--- config.mk ---
export PLATFORM = sky130hd
export DESIGN_NAME = emi_core
export DESIGN_NICKNAME = d
export VERILOG_FILES = /design/src/core/emi_pkg.sv /design/src/core/emi_core.sv /design/src/core/emi_addr_map.sv /design/src/core/emi_phase_timer.sv
export SDC_FILE = /design/constraint.sdc
export NUM_CORES = 1
export LEC_CHECK = 0
export BUFFER_PORTS_ARGS = -buffer_cell sky130_fd_sc_hd__buf_2
export CAP_MARGIN = 25
export CORE_UTILIZATION = 54
export DETAILED_ROUTE_END_ITERATION = 8
export GPL_ROUTABILITY_DRIVEN = 0
export PLACE_DENSITY = 0.85
export SYNTH_ARGS = -nofsm -noshare
export SYNTH_HDL_FRONTEND = slang
export SYNTH_SLANG_ARGS = --single-unit
export TNS_END_PERCENT = 100
--- constraint.sdc ---
create_clock -name mclk -period 8.8 [get_ports mclk]
set_input_delay 0 -clock mclk [delete_from_list [all_inputs] [get_ports mclk]]
set_output_delay 0 -clock mclk [all_outputs]
set_load 0.05 [all_outputs]
--- src/core/emi_pkg.sv ---
package emi_pkg;

  // ==========================================================================
  // Configuration fields
  localparam int unsigned CFG_W = 5;
  localparam int unsigned CFG_ALE_LSB = 0;
  localparam int unsigned CFG_ALE_W = 2;
  localparam int unsigned CFG_MAP_LSB = 2;
  localparam int unsigned CFG_MAP_W = 2;
  localparam int unsigned CFG_NOMUX_BIT = 4;
  localparam logic [CFG_W-1:0] CFG_RESET = 5'h00;

  // ==========================================================================
  // Timing control fields
  localparam int unsigned TC_W = 8;
  localparam int unsigned TC_HOLD_LSB = 0;
  localparam int unsigned TC_HOLD_W = 2;
  localparam int unsigned TC_STRB_LSB = 2;
  localparam int unsigned TC_STRB_W = 4;
  localparam int unsigned TC_SETUP_LSB = 6;
  localparam int unsigned TC_SETUP_W = 2;
  localparam logic [TC_W-1:0] TC_RESET = 8'hFF;

  // ==========================================================================
  // Mapping modes
  typedef enum logic [1:0] {
    EMI_MAP_ONCHIP = 2'h0,
    EMI_MAP_SPLIT = 2'h1,
    EMI_MAP_SPLIT_BANK = 2'h2,
    EMI_MAP_EXT_ONLY = 2'h3
  } emi_map_type;

  // ==========================================================================
  // Sizes and fixed figures
  localparam int unsigned ADDR_W = 16;
  localparam int unsigned DATA_W = 8;
  localparam int unsigned PHASE_W = 4;
  localparam logic [ADDR_W-1:0] ONCHIP_BOUNDARY = 16'h0800;
  localparam logic [PHASE_W-1:0] PHASE_ONE = 4'h1;
  localparam logic [PHASE_W-1:0] PHASE_ZERO = 4'h0;

  // ==========================================================================
  // Sequencer states, Gray from EMI_IDLE to EMI_FINISH along the multiplexed off-chip path with setup and hold
  typedef enum logic [3:0] {
    EMI_IDLE = 4'h0,
    EMI_ADDR = 4'h1,
    EMI_ALE = 4'h3,
    EMI_ALE_HOLD = 4'h2,
    EMI_SETUP = 4'h6,
    EMI_STROBE = 4'h7,
    EMI_HOLD = 4'h5,
    EMI_CAPTURE = 4'h4,
    EMI_RELEASE = 4'hC,
    EMI_FINISH = 4'hD,
    EMI_ONCHIP = 4'h8,
    EMI_ONWAIT = 4'h9
  } emi_state_type;

endpackage

--- src/core/emi_core.sv ---
// Contract
// [RULE1] In split bank-select mode, addresses below the on-chip boundary go on-chip and the rest off-chip.
// [RULE2] In split bank-select mode, an 8-bit move forms its address from the page byte and the pointer byte and drives all sixteen lines.
// [RULE3] In split bank-select mode, a 16-bit move decides by the data pointer and drives all sixteen lines off-chip.
// [RULE4] In external-only mode every move goes off-chip and on-chip RAM is never touched.
// [RULE5] In external-only mode an 8-bit move ignores the page byte, leaves the upper lines undriven and uses the pointer byte.
// [RULE6] In external-only mode a 16-bit move takes its whole address from the data pointer and drives all sixteen lines.
// [RULE7] Setup, hold, strobe width and latch width are programmable in clock periods, latch width from config bits 1:0.
// [RULE8] An off-chip move lasts the sum of the programmed phases plus four clock cycles.
// [RULE9] The shortest non-multiplexed off-chip move is five cycles with a one-cycle strobe.
// [RULE10] The latch phase adds at least two cycles, so the shortest multiplexed move is seven cycles.
// [RULE11] After reset, setup and hold come up at their largest settings.
// [RULE12] Config bits 4:2 equal to 001, 010 or 011 select the multiplexed bus.
`timescale 1ns/1ps
`default_nettype none

module emi_core
  import emi_pkg::*;
(
  // Clock and reset
  input wire logic mclk,
  input wire logic srst,
  // Configuration writes
  input wire logic cfg_wr,
  input wire logic [CFG_W-1:0] cfg_wdata,
  input wire logic timing_wr,
  input wire logic [TC_W-1:0] timing_wdata,
  input wire logic page_wr,
  input wire logic [DATA_W-1:0] page_wdata,
  // Configuration readback
  output logic [CFG_W-1:0] emif_config,
  output logic [TC_W-1:0] emif_timing_control,
  output logic [DATA_W-1:0] external_data_ram_page_select,
  // CPU move request
  input wire logic move_req,
  input wire logic move_write,
  input wire logic move_wide,
  input wire logic [ADDR_W-1:0] data_pointer,
  input wire logic [DATA_W-1:0] indirect_pointer,
  input wire logic [DATA_W-1:0] move_wdata,
  // CPU move answer
  output logic move_busy,
  output logic move_done,
  output logic move_offchip,
  output logic [DATA_W-1:0] move_rdata,
  // On-chip RAM port
  output logic onchip_req,
  output logic onchip_we,
  output logic [ADDR_W-1:0] onchip_addr,
  output logic [DATA_W-1:0] onchip_wdata,
  input wire logic [DATA_W-1:0] onchip_rdata,
  // Off-chip bus pins
  output logic [ADDR_W-1:0] addr_out,
  output logic addr_hi_oe,
  output logic addr_lo_oe,
  output logic [DATA_W-1:0] data_out,
  output logic data_oe,
  input wire logic [DATA_W-1:0] data_in,
  output logic rd_n,
  output logic wr_n,
  output logic ale
);

  // ==========================================================================
  // Configuration registers
  logic [CFG_W-1:0] cfg_q, cfg_d;
  logic [TC_W-1:0] tc_q, tc_d;
  logic [DATA_W-1:0] page_q, page_d;

  always_comb
  begin
    cfg_d = cfg_wr ? cfg_wdata : cfg_q;
    tc_d = timing_wr ? timing_wdata : tc_q; // [RULE7]
    page_d = page_wr ? page_wdata : page_q;
  end

  always_ff @(posedge mclk)
  begin
    if (srst)
    begin
      cfg_q <= CFG_RESET;
      tc_q <= TC_RESET; // [RULE11]
      page_q <= {DATA_W{1'b0}};
    end
    else
    begin
      cfg_q <= cfg_d;
      tc_q <= tc_d;
      page_q <= page_d;
    end
  end

  emi_map_type map_mode;
  logic mux_mode;
  logic [PHASE_W-1:0] len_ale, len_setup, len_strobe, len_hold;

  always_comb
  begin
    map_mode = emi_map_type'(cfg_q[CFG_MAP_LSB +: CFG_MAP_W]);
    mux_mode = !cfg_q[CFG_NOMUX_BIT] && (map_mode != EMI_MAP_ONCHIP); // [RULE12]
    len_ale = PHASE_W'(cfg_q[CFG_ALE_LSB +: CFG_ALE_W]) + PHASE_ONE; // [RULE7] [RULE10]
    len_setup = PHASE_W'(tc_q[TC_SETUP_LSB +: TC_SETUP_W]);
    len_strobe = PHASE_W'(tc_q[TC_STRB_LSB +: TC_STRB_W]) + PHASE_ONE; // [RULE9]
    len_hold = PHASE_W'(tc_q[TC_HOLD_LSB +: TC_HOLD_W]);
  end

  // ==========================================================================
  // Address steering
  logic [ADDR_W-1:0] map_addr;
  logic map_offchip;
  logic map_drive_hi;

  emi_addr_map u_map (
    .map_mode(map_mode),
    .wide(move_wide),
    .data_pointer(data_pointer),
    .indirect_pointer(indirect_pointer),
    .page(page_q),
    .eff_addr(map_addr),
    .offchip(map_offchip),
    .drive_hi(map_drive_hi)
  );

  // ==========================================================================
  // Data input synchroniser
  logic [DATA_W-1:0] din_meta_q, din_sync_q;

  always_ff @(posedge mclk)
  begin
    if (srst)
    begin
      din_meta_q <= {DATA_W{1'b0}};
      din_sync_q <= {DATA_W{1'b0}};
    end
    else
    begin
      din_meta_q <= data_in;
      din_sync_q <= din_meta_q;
    end
  end

  // ==========================================================================
  // Sequencer
  emi_state_type state_q, state_d;
  logic [ADDR_W-1:0] xa_addr_q, xa_addr_d;
  logic xa_write_q, xa_write_d;
  logic xa_hi_q, xa_hi_d;
  logic xa_mux_q, xa_mux_d;
  logic [DATA_W-1:0] xa_wdata_q, xa_wdata_d;
  logic phase_last;
  logic phase_load;
  logic [PHASE_W-1:0] phase_len;

  emi_phase_timer u_timer (
    .mclk(mclk),
    .srst(srst),
    .load(phase_load),
    .length(phase_len),
    .last(phase_last)
  );

  always_comb
  begin
    state_d = state_q;
    xa_addr_d = xa_addr_q;
    xa_write_d = xa_write_q;
    xa_hi_d = xa_hi_q;
    xa_mux_d = xa_mux_q;
    xa_wdata_d = xa_wdata_q;
    case (state_q)
      EMI_IDLE:
      begin
        if (move_req)
        begin
          xa_addr_d = map_addr;
          xa_write_d = move_write;
          xa_hi_d = map_drive_hi;
          xa_mux_d = mux_mode;
          xa_wdata_d = move_wdata;
          state_d = map_offchip ? EMI_ADDR : EMI_ONCHIP; // [RULE1] [RULE4]
        end
      end
      EMI_ADDR: state_d = xa_mux_q ? EMI_ALE : (len_setup != PHASE_ZERO) ? EMI_SETUP : EMI_STROBE; // [RULE8]
      EMI_ALE: state_d = phase_last ? EMI_ALE_HOLD : EMI_ALE; // [RULE10]
      EMI_ALE_HOLD: state_d = (len_setup != PHASE_ZERO) ? EMI_SETUP : EMI_STROBE;
      EMI_SETUP: state_d = phase_last ? EMI_STROBE : EMI_SETUP;
      EMI_STROBE: state_d = !phase_last ? EMI_STROBE : (len_hold != PHASE_ZERO) ? EMI_HOLD : EMI_CAPTURE;
      EMI_HOLD: state_d = phase_last ? EMI_CAPTURE : EMI_HOLD;
      EMI_CAPTURE: state_d = EMI_RELEASE;
      EMI_RELEASE: state_d = EMI_FINISH;
      EMI_ONCHIP: state_d = EMI_ONWAIT;
      EMI_ONWAIT: state_d = EMI_FINISH;
      default: state_d = EMI_IDLE;
    endcase
  end

  always_comb
  begin
    phase_load = (state_d != state_q);
    case (state_d)
      EMI_ALE: phase_len = len_ale; // [RULE7]
      EMI_SETUP: phase_len = len_setup; // [RULE7]
      EMI_STROBE: phase_len = len_strobe; // [RULE7]
      EMI_HOLD: phase_len = len_hold; // [RULE7]
      default: phase_len = PHASE_ONE;
    endcase
  end

  always_ff @(posedge mclk)
  begin
    if (srst)
    begin
      state_q <= EMI_IDLE;
      xa_addr_q <= {ADDR_W{1'b0}};
      xa_write_q <= 1'b0;
      xa_hi_q <= 1'b0;
      xa_mux_q <= 1'b0;
      xa_wdata_q <= {DATA_W{1'b0}};
    end
    else
    begin
      state_q <= state_d;
      xa_addr_q <= xa_addr_d;
      xa_write_q <= xa_write_d;
      xa_hi_q <= xa_hi_d;
      xa_mux_q <= xa_mux_d;
      xa_wdata_q <= xa_wdata_d;
    end
  end

  // ==========================================================================
  // Registered outputs
  logic busy_d, done_d, offchip_d;
  logic [DATA_W-1:0] rdata_q, rdata_d;
  logic rd_seen_q, rd_seen_d, rd_take_q, rd_take_d;
  logic oreq_d, owe_d;
  logic [ADDR_W-1:0] aout_d;
  logic ahi_d, alo_d, doe_d, rdn_d, wrn_d, ale_d;
  logic [DATA_W-1:0] dout_d;
  logic busy_q, done_q, offchip_q, oreq_q, owe_q;
  logic [ADDR_W-1:0] aout_q;
  logic ahi_q, alo_q, doe_q, rdn_q, wrn_q, ale_q;
  logic [DATA_W-1:0] dout_q;
  logic bus_active, latch_phase;

  always_comb
  begin
    bus_active = state_d inside {EMI_ADDR, EMI_ALE, EMI_ALE_HOLD, EMI_SETUP, EMI_STROBE, EMI_HOLD, EMI_CAPTURE};
    latch_phase = (state_d == EMI_ADDR) || (state_d == EMI_ALE) || (state_d == EMI_ALE_HOLD);
    busy_d = (state_d != EMI_IDLE);
    done_d = (state_d == EMI_FINISH); // [RULE8]
    offchip_d = (state_q == EMI_IDLE) ? (move_req && map_offchip) : offchip_q;
    // Take pin data two cycles after the last strobe cycle, behind the synchroniser
    rd_seen_d = (state_q == EMI_STROBE) && phase_last && !xa_write_q;
    rd_take_d = rd_seen_q;
    rdata_d = rd_take_q ? din_sync_q : ((state_q == EMI_ONWAIT) && !xa_write_q) ? onchip_rdata : rdata_q;
    oreq_d = (state_d == EMI_ONCHIP);
    owe_d = (state_d == EMI_ONCHIP) && xa_write_d;
    aout_d = bus_active ? xa_addr_d : aout_q;
    ahi_d = bus_active && xa_hi_d; // [RULE2] [RULE5] [RULE6]
    alo_d = bus_active && !xa_mux_d;
    ale_d = (state_d == EMI_ALE); // [RULE10]
    rdn_d = !((state_d == EMI_STROBE) && !xa_write_d);
    wrn_d = !((state_d == EMI_STROBE) && xa_write_d);
    dout_d = (xa_mux_d && latch_phase) ? xa_addr_d[DATA_W-1:0] : xa_wdata_d; // [RULE12]
    doe_d = (xa_mux_d && latch_phase) || (bus_active && xa_write_d && !latch_phase && (state_d != EMI_CAPTURE));
  end

  always_ff @(posedge mclk)
  begin
    if (srst)
    begin
      busy_q <= 1'b0;
      done_q <= 1'b0;
      offchip_q <= 1'b0;
      rdata_q <= {DATA_W{1'b0}};
      rd_seen_q <= 1'b0;
      rd_take_q <= 1'b0;
      oreq_q <= 1'b0;
      owe_q <= 1'b0;
      aout_q <= {ADDR_W{1'b0}};
      ahi_q <= 1'b0;
      alo_q <= 1'b0;
      dout_q <= {DATA_W{1'b0}};
      doe_q <= 1'b0;
      rdn_q <= 1'b1;
      wrn_q <= 1'b1;
      ale_q <= 1'b0;
    end
    else
    begin
      busy_q <= busy_d;
      done_q <= done_d;
      offchip_q <= offchip_d;
      rdata_q <= rdata_d;
      rd_seen_q <= rd_seen_d;
      rd_take_q <= rd_take_d;
      oreq_q <= oreq_d;
      owe_q <= owe_d;
      aout_q <= aout_d;
      ahi_q <= ahi_d;
      alo_q <= alo_d;
      dout_q <= dout_d;
      doe_q <= doe_d;
      rdn_q <= rdn_d;
      wrn_q <= wrn_d;
      ale_q <= ale_d;
    end
  end

  assign emif_config = cfg_q;
  assign emif_timing_control = tc_q;
  assign external_data_ram_page_select = page_q;
  assign move_busy = busy_q;
  assign move_done = done_q;
  assign move_offchip = offchip_q;
  assign move_rdata = rdata_q;
  assign onchip_req = oreq_q;
  assign onchip_we = owe_q;
  assign onchip_addr = xa_addr_q;
  assign onchip_wdata = xa_wdata_q;
  assign addr_out = aout_q;
  assign addr_hi_oe = ahi_q;
  assign addr_lo_oe = alo_q;
  assign data_out = dout_q;
  assign data_oe = doe_q;
  assign rd_n = rdn_q;
  assign wr_n = wrn_q;
  assign ale = ale_q;

endmodule // emi_core

`default_nettype wire

--- src/core/emi_addr_map.sv ---
`timescale 1ns/1ps
`default_nettype none

module emi_addr_map
  import emi_pkg::*;
(
  // Mode and request shape
  input wire emi_map_type map_mode,
  input wire logic wide,
  // Address sources
  input wire logic [ADDR_W-1:0] data_pointer,
  input wire logic [DATA_W-1:0] indirect_pointer,
  input wire logic [DATA_W-1:0] page,
  // Decision
  output logic [ADDR_W-1:0] eff_addr,
  output logic offchip,
  output logic drive_hi
);

  always_comb
  begin
    eff_addr = wide ? data_pointer : {page, indirect_pointer};
    offchip = 1'b0;
    drive_hi = 1'b0;
    case (map_mode)
      EMI_MAP_SPLIT_BANK:
      begin
        offchip = (eff_addr >= ONCHIP_BOUNDARY); // [RULE1] [RULE2] [RULE3]
        drive_hi = 1'b1; // [RULE2] [RULE3]
      end
      EMI_MAP_EXT_ONLY:
      begin
        offchip = 1'b1; // [RULE4]
        drive_hi = wide; // [RULE5] [RULE6]
        if (!wide)
        begin
          eff_addr = {{DATA_W{1'b0}}, indirect_pointer}; // [RULE5]
        end
      end
      EMI_MAP_SPLIT:
      begin
        offchip = (eff_addr >= ONCHIP_BOUNDARY);
        drive_hi = wide;
      end
      default:
      begin
        offchip = 1'b0;
      end
    endcase
  end

endmodule // emi_addr_map

`default_nettype wire

--- src/core/emi_phase_timer.sv ---
`timescale 1ns/1ps
`default_nettype none

module emi_phase_timer
  import emi_pkg::*;
(
  // Clock and reset
  input wire logic mclk,
  input wire logic srst,
  // Control
  input wire logic load,
  input wire logic [PHASE_W-1:0] length,
  // Status
  output logic last
);

  logic [PHASE_W-1:0] count_q;
  logic [PHASE_W-1:0] count_d;

  always_comb
  begin
    count_d = count_q;
    if (load)
    begin
      count_d = length - PHASE_ONE;
    end
    else if (count_q != PHASE_ZERO)
    begin
      count_d = count_q - PHASE_ONE;
    end
  end

  always_ff @(posedge mclk)
  begin
    if (srst)
    begin
      count_q <= PHASE_ZERO;
    end
    else
    begin
      count_q <= count_d;
    end
  end

  assign last = (count_q == PHASE_ZERO);

endmodule // emi_phase_timer

`default_nettype wire

==> out/results.ini <==
[outcome]
status = finished clean

[timing]
worst_pin_slew_ns = 0.961
slew_viol_final = 0
final.period_utilization = 0.416
max_freq_mhz = 273
fin_skew_ns = 0.00792
fin_setup_tns_ns = 0
slew-limit-headroom = 0.356
rsz0062_at_grt = no
min_period_ns = 3.66
setup_viol = 0
hold_viol = 0

[cells_and_area]
antennaDiodeCount = 0
area_growth_pct = 49.2
drive_gt1_frac = 0.267
fin_area_mm2 = 0.00733
final_util = 0.837
nets = 861

[logic_synthesis]
synthCells = 532
synth-seq-area-share = 0.476
synth_area_leaders = dfxtp_1 48%, mux2i_1 12%, nor2_1 6.9%
synth-xor-area-share = 0.00356
syn_area_per_cell_um2 = 9.24
synthFlopType = dfxtp_1
synth_top_family_by_area = simple AND/OR/NAND/NOR gates
synth_cell_types = 50
synth_top_area_frac = 0.476
async_flop_share = 0
synth_fp_nets = 615
synth_compound_area_frac = 0.113
synthMuxAreaShare = 0.143
synth_seq_cells = 117
ys_top_cells_by_count = 117 x dfxtp_1, 91 x nor2_1, 59 x mux2i_1
synthAdderAreaFrac = 0.0153
post-synth-top-count-cell = dfxtp_1
synth-edff-count = 0
yosys_warnings = 0
mappedNetlistArea_mm2 = 0.00492
synthSimpleGateAreaFrac = 0.206
synth_top_area_cell = dfxtp_1

[floorplanning]
die_x_um = 97.4
core_mm2 = 0.00876
dieArea_mm2 = 0.00949
ios = 165
initial_utilization = 0.561
die_h_um = 97.4
row_count = 34

[route]
drt-initial-drc-count = 285
vias = 4975
antenna_left = 0
dr_wl_met3_um = 969
wl_met2_um = 7880
detail_route.first_pass.iterations = 5
wl_um = 15600
avgRoutedWirePerCell_um = 17.4
wl_met1_um = 6070
top_layer = met4
vias_per_cell = 5.53
drt_drc_violations_left = 0

[cts]
postCtsHoldBufs = 92
path_clk_slew_ns = 0.06
clockBufferDepth = 2
cts_tree = built
htree_levels = 4
postCtsSetupBuffers = 0
ctsResizeCount = 0
cts_made_buffers = 17
cts-root-buf = clkbuf_8
cts.sink_count = 117
insertion_delay_ns = 0.51

[power_and_ir_drop]
p_comb_frac = 0.412
switching_share = 0.409
pwr-share-seq = 0.283
p_switching_w = 0.00100
power_leakage_nw = 3.40
p_int_w = 0.00145
vdd_drop_max_mv = 0.223
total_power_w = 0.00245
p_per_area_mw_per_mm2 = 335
p_clk_frac = 0.305

[global_routing]
antenna_found_initial = 0
grt_pass1_wl_um = 24800
grt_pass1_vias = 5105
grt_max_degree = 85
gr-total-overflow = 0
grt_use_total = 0.329

[critical_path]
arrival_ns = 4.05
crit_type = flop to flop
worstPathRequired_ns = 9.19
cp-start-kind = flop
crit_path_end_kind = flop
crit_fanout = 15

[placed_design]
hpwl_um = 8520
io_buffers = 164
placed_area_mm2 = 0.00576

[run]
maxCapViolations = 0

[min_path]
worstHoldPathType = input pin to flop

[final timing paths]
check	end	from	cells after the start	slack, ns
worst min-delay path	xa_write_q	move_req	4	0.02
worst max register to register	data_out[1]	u_timer.count_q[2]	8	5.14
worst max-delay path	data_out[1]	u_timer.count_q[2]	8	5.14
worst min register to register	rd_take_q	rd_seen_q	1	0.43
[placed cells by master (no fill, tap or decap), types with 3 or more instances in the layout]
cell           synthesis  routed
buf_2                  7     164
dfxtp_1              117     117
dlygate4sd3_1          0      92
nor2_1                91      91
mux2i_1               59      59
a21oi_1               28      28
nor2b_1               21      21
and2_1                20      20
inv_1                 19      19
nand2_1               19      19
clkbuf_16              0      16
o21ai_1               15      15
nor3b_1               11      11
a211oi_1              10      10
nor3_1                 8       8
and3_1                 7       7
nand3_1                7       7
ha_1                   6       6
nand2b_1               5       5
mux2_1                 5       5
mux2_2                 5       5
bufinv_16              0       5
nor4_1                 4       4
a31oi_1                4       4
a2111oi_0              4       4
clkinvlp_4             0       4
o21a_1                 3       3
o21ai_0                3       3
inv_6                  0       3
buf_4                  1       3
[power by group through the flow]
stage / sequential, W / combinational [W] / clock (W)
final: 0.000693 / 0.00101 / 0.000748
after global routing: 0.000703 / 0.00107 / 0.000779
after CTS: 0.000689 / 0.000969 / 0.000753
after detailed placement: 0.000696 / 0.000919 / 0
after global placement: 0.000693 / 0.000892 / 0
after floorplan: 0.000903 / 0.000517 / 0
[state kept, by name, indices dropped and copies added, names as in the netlist, 4 cells and up]
| register | count |
|---|---|
| addr_out | 16 |
| emif_config | 5 |
| u_timer.count_q | 4 |
| state_q | 4 |
| data_out | 8 |
| external_data_ram_page_select | 8 |
| onchip_wdata | 8 |
| din_sync_q | 8 |
| din_meta_q | 8 |
| onchip_addr | 16 |
| move_rdata | 8 |
| emif_timing_control | 8 |
[per-layer routing]
metal / vias up / track usage
li1: 2335 / -
met1: 2331 / 0.361
met2: 243 / 0.578
met3: 66 / 0.0835
met4: 0 / 0.178
met5: - / 0
[worst max-delay path: stages, from the launching register on]
cell       delay [ns]
dfxtp_1          0.35
or4_4            0.55
mux2i_1          0.15
a2111oi_2        0.73
a211o_1          0.29
o21ai_1          0.13
nor3b_2          0.84
nor2_1           0.15
a211oi_1         0.34
[cell families after synthesis]
group	count (synthesis)
AOI/OAI and AO/OA	84
buffers and inverters	52
and+or+nand+nor	202
DFF	117
xor gates and xnor gates	2
adders and majority gates	6
muxes	69
[layout make-up]
class                   count  area (um^2)
well taps                 108          135
clock buffers              17          414
multi-input cells         363         2370
inverters                  19         71.3
flip-flops and latches    117         2340
clock inverters            15          225
fillers                   467         1430
repair buffers            260         1780
[per-stage QoR]
| step | worst slack, ns | cells | hold slack [ns] |
|---|---|---|---|
| final | 5.14 | 899 | 0.0244 |
| after global routing | 4.94 | 899 | 0.0574 |
| after CTS | 5.19 | 898 | 0.0118 |
| after detailed placement | 5.25 | 774 | 0.213 |
| after global placement | 5.46 | 773 | 0.211 |
| after floorplan | 5.94 | 532 | 0.128 |
No activity file was read; power rests on OpenSTA's default activity.
